[config.mk]
export PLATFORM = sky130hd
export DESIGN_NAME = e1ai_alarm_irq
export DESIGN_NICKNAME = d
export VERILOG_FILES = /design/src/inc/e1ai_pkg.sv /design/src/logic/e1ai_run_count.sv /design/src/logic/e1ai_alarm_irq.sv
export VERILOG_INCLUDE_DIRS = /design/src /design/src/inc
export SDC_FILE = /design/constraint.sdc
export NUM_CORES = 1
export LEC_CHECK = 0
export BUFFER_PORTS_ARGS = -buffer_cell sky130_fd_sc_hd__buf_2
export CAP_MARGIN = 30
export CORE_MARGIN = 8
export CORE_UTILIZATION = 59
export DETAILED_ROUTE_END_ITERATION = 10
export PLACE_DENSITY = 0.83
export SLEW_MARGIN = 20
export SYNTH_ARGS = -nofsm -noshare
export SYNTH_HDL_FRONTEND = slang
export SYNTH_SLANG_ARGS = --single-unit
export TNS_END_PERCENT = 5
[constraint.sdc]
create_clock -name clk -period 3 [get_ports clk]
set_clock_uncertainty 0.15 [all_clocks]
set_input_delay 0.45 -clock clk [delete_from_list [all_inputs] [get_ports clk]]
set_output_delay 0.45 -clock clk [all_outputs]
set_load 0.05 [all_outputs]
[src/inc/e1ai_cfg.svh]
// Offsets, field positions, reset values and timing counts of the E1 alarm/interrupt block.
// Assumes one 200 MHz clock; line timing arrives as bit and frame strobes.
`ifndef E1AI_CFG_SVH
`define E1AI_CFG_SVH

`define E1AI_ADDR_W        4
`define E1AI_DATA_W        8

`define E1AI_OFS_BLOCK_EN  4'h0
`define E1AI_OFS_STATUS    4'h1
`define E1AI_OFS_EVENT     4'h2
`define E1AI_OFS_EVENT_CLR 4'h3
`define E1AI_OFS_EVENT_EN  4'h4
`define E1AI_OFS_FRAMING   4'h5

`define E1AI_BIT_FRAMER_BLK 0
`define E1AI_BIT_ALARM_BLK  1

`define E1AI_BIT_OOF_STATE  7
`define E1AI_BIT_AIS_STATE  6
`define E1AI_BIT_MYEL_CHG   5
`define E1AI_BIT_SIGNAL_LOSS_STATE  4

`define E1AI_EV_OOF         0
`define E1AI_EV_AIS         1
`define E1AI_EV_MYEL        2
`define E1AI_EV_LOS         3
`define E1AI_EV_W           4
`define E1AI_EV_FRAMER_MASK 4'h5
`define E1AI_EV_ALARM_MASK  4'ha

`define E1AI_RST_BLOCK_EN   2'h0
`define E1AI_RST_EVENT_EN   4'h0
`define E1AI_RST_THRESHOLD  3'h2

`define E1AI_FRAME_NS       125000
`define E1AI_AIS_TIME_NS    250000
`define E1AI_AIS_FRAMES     (`E1AI_AIS_TIME_NS / `E1AI_FRAME_NS)
`define E1AI_AIS_ZERO_MAX   2
`define E1AI_LOS_BITS       175
`define E1AI_LOS_ONES_MIN   22

`endif

[src/inc/e1ai_pkg.sv]
// Types shared by the E1 alarm/interrupt block.
// Numbers live in e1ai_cfg.svh.
package e1ai_pkg;

  typedef enum logic [1:0] {
    E1AI_LOS_CLEAR,
    E1AI_LOS_DECLARED
  } e1ai_los_t;

  typedef enum logic [1:0] {
    E1AI_SEL_NONE,
    E1AI_SEL_STATUS,
    E1AI_SEL_OTHER
  } e1ai_sel_t;

endpackage

[src/logic/e1ai_run_count.sv]
// Saturating counter of consecutive qualifying steps.
// Assumes step is a one-cycle strobe; done holds while the run has reached N.
`timescale 1ns/100ps

module e1ai_run_count #(
  parameter int unsigned N = 2,
  parameter int unsigned W = 8
) (
  // Clock and reset
  input  wire logic         clk,
  input  wire logic         rst,
  // Step
  input  wire logic         step,
  input  wire logic         hit,
  // Result
  output logic              done
);

  localparam logic [W-1:0] LIMIT = W'(N);

  logic [W-1:0] run;
  wire          at_limit = (run == LIMIT);

  always_ff @(posedge clk or posedge rst) begin
    if (rst) begin
      run <= '0;
    end else if (step) begin
      run <= !hit ? '0 : (at_limit ? run : run + W'(1));
    end
  end

  assign done = at_limit;

endmodule

[src/logic/e1ai_alarm_irq.sv]
// E1 receive alarm monitor with block/source interrupt gating and a host register port.
// Assumes upstream framing supplies bit, frame, FAS and multiframe y-bit strobes on clk,
// and that the host never raises both strobes in one cycle.
`timescale 1ns/100ps
`include "e1ai_cfg.svh"

module e1ai_alarm_irq (
  // Clock and reset
  input  wire logic                     clk,
  input  wire logic                     rst,
  // Host register port
  input  wire logic [`E1AI_ADDR_W-1:0]  addr,
  input  wire logic [`E1AI_DATA_W-1:0]  wr_data,
  input  wire logic                     wr_en,
  input  wire logic                     rd_en,
  output logic      [`E1AI_DATA_W-1:0]  rd_data,
  // Receive line bits
  input  wire logic                     line_bit_valid,
  input  wire logic                     line_bit,
  input  wire logic                     frame_start,
  // Frame alignment checks
  input  wire logic                     fas_check,
  input  wire logic                     fas_errored,
  // Multiframe y bit
  input  wire logic                     mf_y_valid,
  input  wire logic                     mf_y_bit,
  // Interrupt
  output logic                          irq
);

  // Only the bits that exist are stored; the rest of each word reads as zero
  // Control registers
  logic [1:0]              block_interrupt_enable;
  logic [`E1AI_EV_W-1:0]   event_enable;
  logic [2:0]              frame_loss_threshold;

  // Alarm state and flags
  logic                    out_of_frame_state;
  logic                    all_ones_alarm_state;
  logic                    mf_yellow_state;
  logic                    mf_yellow_change_flag;
  e1ai_pkg::e1ai_los_t     los_fsm;
  logic [`E1AI_EV_W-1:0]   event_status;
  logic [2:0]              fas_err_run;
  logic [8:0]              frame_zeros;
  logic                    framed;
  logic [7:0]              los_bit_idx;
  logic [7:0]              los_ones;

  // Register decode
  // addr is a word index decoded in full, so no offset has an alias
  wire hit_block = (addr == `E1AI_OFS_BLOCK_EN);
  wire hit_stat  = (addr == `E1AI_OFS_STATUS);
  wire hit_event = (addr == `E1AI_OFS_EVENT);
  wire hit_clr   = (addr == `E1AI_OFS_EVENT_CLR);
  wire hit_en    = (addr == `E1AI_OFS_EVENT_EN);
  wire hit_frm   = (addr == `E1AI_OFS_FRAMING);
  wire wr_block  = wr_en & hit_block;
  wire wr_clr    = wr_en & hit_clr;
  wire wr_ev_en  = wr_en & hit_en;
  wire wr_frm    = wr_en & hit_frm;
  wire rd_stat   = rd_en & hit_stat;

  wire signal_loss_state = (los_fsm == e1ai_pkg::E1AI_LOS_DECLARED);

  // Status register view: live states plus the read-clear yellow change flag
  wire [`E1AI_DATA_W-1:0] status_word = {out_of_frame_state,
                                         all_ones_alarm_state,
                                         mf_yellow_change_flag,
                                         signal_loss_state,
                                         4'h0};

  // Event-clear and unmapped offsets read as zero
  wire [`E1AI_DATA_W-1:0] rd_mux =
      hit_block ? {6'h00, block_interrupt_enable} :
      hit_stat  ? status_word :
      hit_event ? {4'h0, event_status} :
      hit_en    ? {4'h0, event_enable} :
      hit_frm   ? {5'h00, frame_loss_threshold} :
                  8'h00;

  // Out of frame: a zero threshold behaves as one.
  // The run saturates at seven so a long errored stretch never wraps below the limit.
  // Lowering the threshold mid-run declares at the next errored pattern, not at once.
  wire [2:0] fas_limit    = (frame_loss_threshold == 3'h0) ? 3'h1 : frame_loss_threshold;
  wire [2:0] fas_run_inc  = (fas_err_run == 3'h7) ? fas_err_run : fas_err_run + 3'h1;
  wire [2:0] next_fas_run = !fas_check ? fas_err_run : (fas_errored ? fas_run_inc : 3'h0);
  wire       fas_hit      = (fas_run_inc >= fas_limit);
  wire       next_oof     = !fas_check ? out_of_frame_state :
                            fas_errored ? (out_of_frame_state | fas_hit) :
                            1'b0;

  // AIS: zeros per frame, judged when the next frame begins.
  // The part frame before the first frame_start is never judged, so AIS cannot
  // be declared from a stretch shorter than two whole frames.
  wire       bit_zero     = line_bit_valid & ~line_bit;
  wire       frame_end    = line_bit_valid & frame_start & framed;
  wire       frame_quiet  = (frame_zeros <= 9'(`E1AI_AIS_ZERO_MAX));
  wire       ais_set_done;
  wire       ais_clr_done;
  wire [8:0] zeros_inc    = (frame_zeros == 9'h1ff) ? frame_zeros : frame_zeros + 9'h1;
  wire [8:0] next_zeros   = !line_bit_valid ? frame_zeros :
                            frame_start ? {8'h00, ~line_bit} :
                            (bit_zero ? zeros_inc : frame_zeros);
  wire       ais_declare  = ~all_ones_alarm_state & ais_set_done;
  wire       ais_release  = all_ones_alarm_state & ais_clr_done;
  wire       next_ais     = (all_ones_alarm_state | ais_declare) & ~ais_release;

  // The set run keeps done through later quiet frames, so release needs its own run
  e1ai_run_count #(
    .N (`E1AI_AIS_FRAMES),
    .W (2)
  ) u_ais_set (
    .clk  (clk),
    .rst  (rst),
    .step (frame_end),
    .hit  (frame_quiet),
    .done (ais_set_done)
  );

  e1ai_run_count #(
    .N (`E1AI_AIS_FRAMES),
    .W (2)
  ) u_ais_clr (
    .clk  (clk),
    .rst  (rst),
    .step (frame_end),
    .hit  (~frame_quiet),
    .done (ais_clr_done)
  );

  // Loss of signal: zero run, plus fixed 175-bit ones-density windows.
  // Fixed windows instead of a sliding one save a 175-bit shift register; the price
  // is that a clear may wait for up to two windows after the ones return.
  // The zero-run counter is registered, so declaring lags the last zero by one edge.
  wire       los_run_done;
  wire       win_last     = (los_bit_idx == 8'(`E1AI_LOS_BITS - 1));
  wire [7:0] ones_now     = los_ones + {7'h00, line_bit};
  wire       density_ok   = line_bit_valid & win_last & (ones_now >= 8'(`E1AI_LOS_ONES_MIN));
  wire [7:0] next_bit_idx = !line_bit_valid ? los_bit_idx : (win_last ? 8'h00 : los_bit_idx + 8'h01);
  wire [7:0] next_ones    = !line_bit_valid ? los_ones : (win_last ? 8'h00 : ones_now);

  e1ai_run_count #(
    .N (`E1AI_LOS_BITS),
    .W (8)
  ) u_los_run (
    .clk  (clk),
    .rst  (rst),
    .step (line_bit_valid),
    .hit  (~line_bit),
    .done (los_run_done)
  );

  e1ai_pkg::e1ai_los_t next_los;
  always_comb begin
    next_los = los_fsm;
    case (los_fsm)
      e1ai_pkg::E1AI_LOS_CLEAR: begin
        if (los_run_done) begin
          next_los = e1ai_pkg::E1AI_LOS_DECLARED;
        end
      end
      e1ai_pkg::E1AI_LOS_DECLARED: begin
        if (density_ok) begin
          next_los = e1ai_pkg::E1AI_LOS_CLEAR;
        end
      end
      default: begin
        next_los = e1ai_pkg::E1AI_LOS_CLEAR;
      end
    endcase
  end

  // Yellow alarm tracks each received y bit
  // A repeated y bit is no change and leaves the flag alone
  wire next_yellow = mf_y_valid ? mf_y_bit : mf_yellow_state;
  wire myel_chg    = next_yellow ^ mf_yellow_state;

  // Change events; a set in the clearing cycle survives
  // Event bits follow the next state, so they set in the edge the state moves
  wire next_los_on = (next_los == e1ai_pkg::E1AI_LOS_DECLARED);
  wire [`E1AI_EV_W-1:0] ev_set = {next_los_on ^ signal_loss_state,
                                  myel_chg,
                                  next_ais ^ all_ones_alarm_state,
                                  next_oof ^ out_of_frame_state};
  wire [`E1AI_EV_W-1:0] ev_clr   = wr_clr ? wr_data[`E1AI_EV_W-1:0] : 4'h0;
  wire [`E1AI_EV_W-1:0] next_ev  = (event_status & ~ev_clr) | ev_set;
  wire                  myel_set = myel_chg & event_enable[`E1AI_EV_MYEL];
  wire next_myel_flag = myel_set | (mf_yellow_change_flag & ~rd_stat);

  // Interrupt gating: source enable and group block enable both required.
  // The yellow change flag is a second framer source beside its sticky event bit,
  // so a status read that clears the flag leaves the event bit holding the pin.
  // An enable write reaches the pin one edge after the write is taken.
  wire                  framer_blk  = block_interrupt_enable[`E1AI_BIT_FRAMER_BLK];
  wire                  alarm_blk   = block_interrupt_enable[`E1AI_BIT_ALARM_BLK];
  wire [`E1AI_EV_W-1:0] src_pend    = next_ev & event_enable;
  wire                  framer_src  = |(src_pend & `E1AI_EV_FRAMER_MASK);
  wire                  alarm_src   = |(src_pend & `E1AI_EV_ALARM_MASK);
  wire                  myel_src    = next_myel_flag & event_enable[`E1AI_EV_MYEL];
  wire                  framer_pend = framer_blk & (framer_src | myel_src);
  wire                  alarm_pend  = alarm_blk & alarm_src;
  wire                  next_irq    = framer_pend | alarm_pend;

  // Host-written control
  // Read-only offsets are dropped by the decode, so no write can reach a state bit
  always_ff @(posedge clk or posedge rst) begin
    if (rst) begin
      block_interrupt_enable <= `E1AI_RST_BLOCK_EN;
      event_enable           <= `E1AI_RST_EVENT_EN;
      frame_loss_threshold   <= `E1AI_RST_THRESHOLD;
    end else begin
      if (wr_block) begin
        block_interrupt_enable <= wr_data[1:0];
      end
      if (wr_ev_en) begin
        event_enable <= wr_data[`E1AI_EV_W-1:0];
      end
      if (wr_frm) begin
        frame_loss_threshold <= wr_data[2:0];
      end
    end
  end

  // Read data stand only in the cycle after the strobe
  always_ff @(posedge clk or posedge rst) begin
    if (rst) begin
      rd_data <= 8'h00;
    end else begin
      rd_data <= rd_en ? rd_mux : 8'h00;
    end
  end

  // Framing counters
  // The next values hold between line strobes, so idle cycles leave the counts alone
  always_ff @(posedge clk or posedge rst) begin
    if (rst) begin
      fas_err_run <= 3'h0;
      frame_zeros <= 9'h000;
      los_bit_idx <= 8'h00;
      los_ones    <= 8'h00;
    end else begin
      fas_err_run <= next_fas_run;
      frame_zeros <= next_zeros;
      los_bit_idx <= next_bit_idx;
      los_ones    <= next_ones;
    end
  end

  // Frame judging starts after the first frame boundary
  always_ff @(posedge clk or posedge rst) begin
    if (rst) begin
      framed <= 1'b0;
    end else if (line_bit_valid & frame_start) begin
      framed <= 1'b1;
    end
  end

  // Alarm states
  // LOS moves through its two-state machine; the others are plain next-state flops
  always_ff @(posedge clk or posedge rst) begin
    if (rst) begin
      out_of_frame_state   <= 1'b0;
      all_ones_alarm_state <= 1'b0;
      mf_yellow_state      <= 1'b0;
      los_fsm              <= e1ai_pkg::E1AI_LOS_CLEAR;
    end else begin
      out_of_frame_state   <= next_oof;
      all_ones_alarm_state <= next_ais;
      mf_yellow_state      <= next_yellow;
      los_fsm              <= next_los;
    end
  end

  // Sticky flags and the interrupt pin
  // irq is taken from next values so it moves in the same edge as the flag it shows
  always_ff @(posedge clk or posedge rst) begin
    if (rst) begin
      event_status          <= 4'h0;
      mf_yellow_change_flag <= 1'b0;
      irq                   <= 1'b0;
    end else begin
      event_status          <= next_ev;
      mf_yellow_change_flag <= next_myel_flag;
      irq                   <= next_irq;
    end
  end

endmodule

* Word level (Yosys, flattened, before mapping)
Cells that the tools add are included.
Widths: inputs -> output; s select.
** Storage, ports and cells
- Output and inout bits :: 9
- Register bits :: 69
- Input bits :: 23
** Cells by class
- Magnitude comparators :: 3
- Reduce and logical (&&, ||, !) cells :: 10
- Muxes and demuxes :: 27
- Equal/unequal tests :: 17
- Add/subtract/negate cells :: 7
- Bitwise logic cells :: 35
** Operators with widths (count)
- $mux 8 :: 7
- $mux 9 :: 3
- $and 1x1->1 :: 18
- $add 8x1->8 const B :: 2
- $eq 8x8->1 const B :: 2
- $mux 2 :: 6
- $mux 3 :: 4
- $mux 4 :: 3
- $add 9x1->9 const B :: 1
- $eq 9x9->1 const B :: 1
- $le 9x2->1 const B :: 1
- $add 8x1->8 :: 1
- $and 4x4->4 :: 2
- $eq 4x2->1 const B :: 2
- $eq 4x3->1 const B :: 2
- $ge 8x5->1 const B :: 1
- $ne 2x2->1 const B :: 3
- $reduce_and 2->1 :: 3
- $or 1x1->1 :: 5
- $add 2x1->2 const B :: 2
- $eq 2x1->1 const B :: 2
- $eq 2x2->1 const B :: 2
- $eq 4x1->1 const B :: 1
- $logic_not 4->1 :: 1
- other kinds (15) :: 24

* Logic depth before layout (Yosys ltp)
Gate-level depths: netlist (run 1).
- Depth in word-level cells :: 13
- Gate-level depth with buffers :: 11

* Hierarchy
From an unflattened synthesis (run 1), not the netlist that was laid out.
** Second synthesis, totals
- Cells, all modules :: 384
- Area total of the unflattened synthesis :: 3751.1 sq um
** Modules (own cells, without submodules)
- e1ai_alarm_irq :: cells an instance 311, seq. area each 1427.6 sq um, instances 1, area each 3030.4 sq um
- e1ai_run_count at u_los_run :: cells an instance 53, seq. area each 200.2 sq um, instances 1, area each 478.0 sq um
- e1ai_run_count at u_ais_clr ... :: cells an instance 10, seq. area each 50.0 sq um, instances 2, area each 121.4 sq um

* Worst setup path before layout (run 1)
OpenSTA, ideal clock, no wires.
- Path kind :: flip-flop to flip-flop
- From :: reg fas_err_run[0]
- To :: reg irq
- Data arrival time :: 1.970 ns
- Required time :: 2.711 ns
- Setup time :: 0.139 ns
- Clock period less this slack :: 2.260 ns
- Path buffers :: 0
- Setup slack :: 0.740 ns
- Stages on the path, launching flop included :: 11
- Cells stage by stage :: dfrtp_1 -> ha_1 -> nand2_1 -> xnor2_1 -> ha_1 -> nand2b_1 -> a21o_1 -> a21o_1 -> a31o_2 -> nand4_1 -> o2111ai_1
** On the way
- Word-level cells in the longest chain between the ends :: 13
** Ends and longest elaborated chain
- from (decl) :: line e1ai_alarm_irq.sv:44 : logic [2:0] fas_err_run;
- from (signal assigned) :: line e1ai_alarm_irq.sv:243 : fas_err_run <= next_fas_run;
- $add 3x1->3 or $eq 3x3->1 (tied branches) :: line e1ai_alarm_irq.sv:86 : wire [2:0] fas_run_inc = (fas_err_run == 3'h7) ? fas_err_run : fas_err_run + 3'h1;
- $mux 3 (*) :: line e1ai_alarm_irq.sv:86
- $ge 3x3->1 (*) :: line e1ai_alarm_irq.sv:88 : wire fas_hit = (fas_run_inc >= fas_limit);
- $or 1x1->1 (*) :: line e1ai_alarm_irq.sv:90 : fas_errored ? (out_of_frame_state | fas_hit) :
- $mux 1 (*) :: line e1ai_alarm_irq.sv:90
- $mux 1 (*) :: line e1ai_alarm_irq.sv:89 : wire next_oof = !fas_check ? out_of_frame_state :
- $xor 1x1->1 (*) :: line e1ai_alarm_irq.sv:185 : next_oof ^ out_of_frame_state};
- $or 4x4->4 (*) :: line e1ai_alarm_irq.sv:187 : wire [`E1AI_EV_W-1:0] next_ev = (event_status & ~ev_clr) | ev_set;
- $and 4x4->4 (*) :: line e1ai_alarm_irq.sv:197 : wire [`E1AI_EV_W-1:0] src_pend = next_ev & event_enable;
- $reduce_or 2->1 (*) :: line e1ai_alarm_irq.sv:198 : wire framer_src = |(src_pend & `E1AI_EV_FRAMER_MASK);
- $or 1x1->1 (*) :: line e1ai_alarm_irq.sv:201 : wire framer_pend = framer_blk & (framer_src | myel_src);
- $and 1x1->1 (*) :: line e1ai_alarm_irq.sv:201
- $or 1x1->1 (*) :: line e1ai_alarm_irq.sv:203 : wire next_irq = framer_pend | alarm_pend;
- via next_irq :: line e1ai_alarm_irq.sv:203
- to (signal assigned) :: line e1ai_alarm_irq.sv:285 : irq <= next_irq;
- to (decl) :: line e1ai_alarm_irq.sv:28 : output logic irq
The timed path passes the listed nets; every way through them passes the cells marked *.
A chain may end at the register's enable or synchronous reset.

* Worst setup path after layout (run 1)
Same ends and word-level chain as after synthesis.

==> results.tsv, run 1 <==
metric	value	unit
core.rowCount	28	
hp-class	input pin to register	
pwr-share-comb	20.1	%
power_frac_clock	30.3	%
gr-usage-met1	21.7	%
final_common_cell	dfrtp_1	
clock_latency	0.34	ns
synth_edf_count	0	
peakVddDrop	0.349	mV
die_h	93.3	um
grt_overflow_total	0	
grt_usage	17.0	%
hold_viol_final	0	
yosys_register_bits	69	
synth_seq_area_share	49.0	%
synth_flop_cell	dfrtp_1	
top_usage_layer	met2	
finalCoreUtilization	67.8	%
max_freq	404	MHz
swShare	31.1	%
cp_max_fo	3	
total_leakage_power	1.88	nW
cts_setup_buffers	0	
wl_per_cell	14.6	um
cts_buffers	9	
max-cap-violations	0	
tns	0	ns
drv_slew	0	
worst_slack	0.527	ns
p_sw	0.759	mW
synth_cells	360	
start_util	60.3	%
cts_buffer_depth	2	
multi_input_area	0.00168	mm^2
critPathArrivalTime	2.53	ns
place.gp.congestion	0.909	
antenna_found_initial	0	
cts_max_level	3	
hold-worst-slack	0.213	ns
ant_nets	0	
nNetsFinal	431	
path_clk_slew	0.07	ns
pre_cts_ws	0.540	ns
totalWireLength	6910	um
fin_crit_sh	82.4	%
pwr-share-seq	49.6	%
powerDensity	615	mW/mm^2
dp.cells	456	
startpoint_type	register	
first_iter_violations	119	
port_buffers	27	
placed_area	0.00374	mm^2
grt_pass1_wl	11900	um
synth_area	0.00353	mm^2
die-width	93.3	um
antenna_cells	0	
power.total	2.44	mW
met2_usage	26.0	%
avgSynthCellArea	9.80	um^2
viasPerCell	5.80	
intPower	1.68	mW
area_growth_syn_to_layout	12.4	%
cts-root-buf	clkbuf_8	
final_cells	474	
yosys.cell_types.count	55	
grt_max_degree	70	
status	finished clean	
setup_viol	0	
dp_hpwl	4900	um
design.core.area	0.00585	mm^2
drc	0	
drive_gt1_share	16.0	%
period_minus_slack	2.47	ns
critPathKind	register to register	
vias	2750	
rsz0062_at_grt	false	
regArea	0.00173	mm^2
synth_nets	397	
grt_pass1_vias	2667	
drt_first_pass_iters	4	
synth-async-reset-ratio	100	%
final_cell_mix	68 x dfrtp_1, 33 x nand2_1, 27 x buf_2, 26 x nor2_1, 23 x o21ai_0	
endpoint_kind	register	
nFillCells	443	
cts_tree	built	
grtUsageMet3	4.57	%
ios	32	
cts_resized	0	
cts_sinks	69	
die_area	0.00871	mm^2
ys_warn_count	0	
stdcell_area	0.00397	mm^2
cp_data_required_time	3.06	ns
[cell type report]
type	count	share of cell area (%)
Clock inverter	7	1.67
Sequential cell	69	43.6
Inverter	24	2.27
Clock buffer	9	3.12
Timing Repair Buffer	31	4.73
Tap cell	75	2.37
Multi-Input combinational cell	259	42.3
[cells in the mapped netlist, types with 6 or more instances]
master,count,share of area (%)
dfrtp_1,68,48
nand2_1,33,3.5
nor2_1,26,2.8
inv_1,23,2.4
o21ai_0,23,3.3
a21oi_1,19,2.7
ha_1,14,5.0
and3_1,10,1.8
nand3_1,9,1.3
mux2_2,8,2.6
xnor2_1,8,2.0
a21o_1,7,1.5
nor3_1,7,0.99
and2_1,6,1.1
xor2_1,6,1.5
[power groups by stage]
stage	registers, mW	logic (mW)	clock network [mW]
finish	1.21	0.489	0.740
global route	1.23	0.562	0.791
global placement	1.21	0.463	0
detailed placement	1.22	0.485	0
CTS	1.21	0.488	0.754
floorplan	1.22	0.359	0
[critical path, cell delays in order, from the launching register on]
cell	delay, ns
dfrtp_1	0.42
ha_1	0.25
nand2_1	0.12
xnor2_1	0.16
ha_1	0.26
nand2b_1	0.14
a21o_1	0.18
a21o_1	0.19
a31o_2	0.25
nand4_1	0.11
o2111ai_1	0.12
[registers in the layout (all words and copies together) (netlist names)]
signal	count
all_ones_alarm_state	1
fas_err_run	3
frame_loss_threshold	3
framed	1
event_status	4
frame_zeros	9
out_of_frame_state	1
irq	1
event_enable	4
mf_yellow_change_flag	1
block_interrupt_enable	2
u_ais_clr.run	2
rd_data	8
mf_yellow_state	1
los_bit_idx	8
los_fsm	2
u_ais_set.run	2
los_ones	8
u_los_run.run	8
[path summary, 6_finish.rpt]
path,to,depth (start not counted),slack (ns),startpoint
hold / removal,frame_loss_threshold[1]$_DFFE_PP1P_,3,0.21,wr_data[1]
setup / recovery,irq$_DFF_PP0_,10,0.53,fas_err_run[0]$_DFFE_PP0P_
max in group asynchronous,frame_loss_threshold[1]$_DFFE_PP1P_,5,1.64,rst
min in group asynchronous,los_ones[2]$_DFFE_PP0P_,4,0.47,rst
setup reg to reg,irq$_DFF_PP0_,10,0.53,fas_err_run[0]$_DFFE_PP0P_
hold reg to reg,los_fsm[0]$_DFF_PP0_,1,0.31,los_fsm[1]$_DFF_PP0_
[what timing repair did]
item | 4_1_cts | 5_1_grt
endpoints found under the setup margin | 0 | 0
endpoints found under the hold margin | 0 | 11
hold buffers | 0 | 1
[cell families (layout without fill, tap and decap cells)]
| kind of cell | Yosys count | in the layout | share of synthesized area, % |
|---|---|---|---|
| other cells | 1 | 1 | 0.106 |
| xor+xnor | 14 | 14 | 3.47 |
| mux | 12 | 12 | 3.69 |
| flops | 69 | 69 | 49.0 |
| simple gates | 129 | 129 | 19.0 |
| fa+ha+maj | 14 | 14 | 4.96 |
| buf+inv | 32 | 71 | 3.51 |
| compound gates | 89 | 89 | 16.3 |
[layer usage]
metal  vias to the layer above  routed length [um]
li1                       1367                   -
met1                      1280                3210
met2                        82                3040
met3                        21                 474
met4                         0                 174
met5                         -                   0
(Power assumes the default switching activity.)
==> run 2, diff against run 1 <==
ABC_AREA = 1   (was not set)
clock period = 2.6 ns   (was 3 ns; I/O delays follow)
==> run 2 against run 1 <==
Against the previous run: die area down 0.91%; sequential share of layout area down 0.62 points; synthesized area fell by 1.1%; worst hold slack worse by 0.085 ns; critical path type unchanged; critical endpoint is now frame_zeros[7]$_DFFE_PP0P_.
==> results.tsv, run 2 <==
metric	value	unit	change
power.total	3.20	mW	+31%
drive_gt1_share	13.6	%	-2.5 points
synth_area	0.00349	mm^2	-1.1%
peakVddDrop	0.532	mV	+52%
worstReg2RegEnd	frame_zeros[7]$_DFFE_PP0P_		
total_leakage_power	2.05	nW	+9.1%
synth_most_common_cell	nand2_1		
place.gp.congestion	0.859		-5.5%
yosys-top-cells-count	91 x nand2_1, 68 x dfrtp_1, 67 x inv_1, 36 x nor2_1, 33 x o21ai_0		
avgSynthCellArea	8.18	um^2	-17%
cts_buffers	9		unchanged
synth_nets	464		+17%
max_freq	425	MHz	+5.0%
grt_pass1_wl	12600	um	+6.1%
startpoint_type	register		
max-cap-violations	0		unchanged
die-width	92.9	um	-0.46%
synth_cells	427		+19%
hold_viol_final	0		unchanged
critPathKind	register to register		
largest_register_ffs	9		unchanged
min_path_cells	2		-1
cts_setup_buffers	0		unchanged
wl_per_cell	13.0	um	-11%
grt_overflow_total	0		unchanged
viasPerCell	5.33		-8.1%
rsz0062_at_grt	false		
min_from	mf_y_valid		
fin_crit_sh	90.6	%	+8.2 points
die_area	0.00863	mm^2	-0.91%
antenna_cells	0		unchanged
clock_latency	0.34	ns	about the same
dp_hpwl	5170	um	+5.6%
yosys_register_bits	69		unchanged
cts_tree	built		
grt_usage	18.0	%	+1.0 points
critPathArrivalTime	2.42	ns	-0.11 ns
reg2reg_from	frame_zeros[1]$_DFFE_PP0P_		
synth_area_leaders	dfrtp_1 49%, nand2_1 9.8%, inv_1 7.2%		
path_clk_slew	0.07	ns	about the same
cts_buffer_depth	2		unchanged
cp_max_fo	8		+5
yosys.cell_types.count	36		-35%
ant_nets	0		unchanged
ys_warn_count	0		unchanged
core.rowCount	28		unchanged
synth_edf_count	0		unchanged
final_cell_mix	91 x nand2_1, 68 x dfrtp_1, 66 x inv_1, 36 x nor2_1, 33 x o21ai_0		
nNetsFinal	503		+17%
hold_end	mf_yellow_state$_DFF_PP0_		
synth_flop_cell	dfrtp_1		
totalWireLength	7100	um	+2.8%
first_iter_violations	150		+26%
synthDominantCellAreaShare	48.7	%	+0.54 points
status	finished clean		
ios	32		unchanged
synth_largest_area_cell	dfrtp_1		
drc	0		unchanged
vias	2912		+5.9%
grt_max_degree	70		unchanged
nFillCells	479		+8.1%
drv_slew	0		unchanged
endpoint_kind	register		
period_minus_slack	2.36	ns	-0.118 ns
powerDensity	794	mW/mm^2	+29%
final_common_cell	nand2_1		
cp_data_required_time	2.67	ns	-0.39 ns
synth_seq_area_share	49.5	%	+0.54 points
start_util	60.0	%	-0.30 points
design.core.area	0.00582	mm^2	-0.60%
reg2reg_depth	14		+4
rrSetupSlack	0.24	ns	-0.28 ns
cts_sinks	69		unchanged
setup_viol	0		unchanged
synth-async-reset-ratio	100	%	unchanged
antenna_found_initial	0		unchanged
cts-root-buf	clkbuf_8		
drt_first_pass_iters	5		+1
finalCoreUtilization	69.2	%	+1.4 points
port_buffers	27		unchanged
hp-class	input pin to register		
area_growth_syn_to_layout	15.3	%	
cts_max_level	3		unchanged
die_h	92.9	um	-0.46%
regMostFlops	frame_zeros		
tns	0	ns	unchanged
grt_pass1_vias	2957		+11%
-- run 2: critical path, stage by stage (launching register included) --
cell,delay (ns)
dfrtp_1,0.41
ha_1,0.18
inv_1,0.09
nor3_2,0.06
nand3_1,0.06
nor3_1,0.05
ha_1,0.18
nor2_1,0.10
nand2_1,0.10
nand2_2,0.15
nand3_1,0.13
nor2_1,0.19
nand2_1,0.12
nor3_1,0.18
nor3_1,0.08
-- run 2: layout make-up --
type,instances,area [um^2],share of cell area [%]
Inverter,70,263,6.53
Tap cell,75,93.8,2.33
Multi-Input combinational cell,286,1500,37.2
Timing Repair Buffer,30,173,4.29
Sequential cell,69,1730,42.9
Clock buffer,10,138,3.42
Clock inverter,6,134,3.33
-- run 2: worst max path at each step --
stage                                           from                        endpoint  slack (ns)  depth (start not counted)
after global routing      frame_zeros[0]$_DFFE_PP0P_      frame_zeros[7]$_DFFE_PP0P_        0.04                         14
after floorplan                                  rst  all_ones_alarm_state$_DFF_PP0_        0.32                          1
after CTS                 frame_zeros[1]$_DFFE_PP0P_      frame_zeros[7]$_DFFE_PP0P_        0.20                         14
after detailed placement  frame_zeros[1]$_DFFE_PP0P_      frame_zeros[7]$_DFFE_PP0P_        0.27                         14
final                     frame_zeros[1]$_DFFE_PP0P_      frame_zeros[7]$_DFFE_PP0P_        0.24                         14
after global placement    frame_zeros[0]$_DFFE_PP0P_      frame_zeros[7]$_DFFE_PP0P_        0.35                         14
-- run 2: routing by layer --
layer  global-route usage (%)  vias to the layer above  part of all wire (%)
met3                     3.40                        9                   4.0
met2                     31.7                       53                    52
li1                         -                     1466                     -
met5                        0                        -                     0
met1                     20.2                     1384                    43
met4                     9.53                        0                   1.4
-- run 2: what timing repair did --
item                                   4_1_cts  5_1_grt
resized for setup                            0        1
setup endpoints to repair                    0        1
endpoints found under the hold margin       68        0
hold buffers                                 1        0
-- run 2: logic make-up (layout without fill, tap and decap cells) --
| logic type | after synthesis | in the layout | synth area share, % |
|---|---|---|---|
| simple gates | 189 | 189 | 24.1 |
| compound gates | 77 | 77 | 12.2 |
| buf+inv | 72 | 116 | 7.78 |
| flops | 69 | 69 | 49.5 |
| fa+ha+maj | 14 | 14 | 5.02 |
| xor+xnor | 5 | 5 | 1.25 |
| other cells | 1 | 1 | 0.107 |
-- run 2: stage by stage --
stage	hold WS (ns)	setup slack (ns)	area (um^2)	instances
global placement	0.285	0.346	3740	529
finish	0.127	0.244	4030	546
global route	0.112	0.0385	4030	546
floorplan	0.273	0.322	3490	427
CTS	0.105	0.203	4020	546
detailed placement	0.308	0.273	3740	529
-- run 2: report_power, final --
group	internal (mW)	total (mW)	switching, mW
clock	0.760	1.16	0.399
combinational	0.236	0.634	0.397
sequential	1.26	1.40	0.140
total	2.26	3.20	0.936
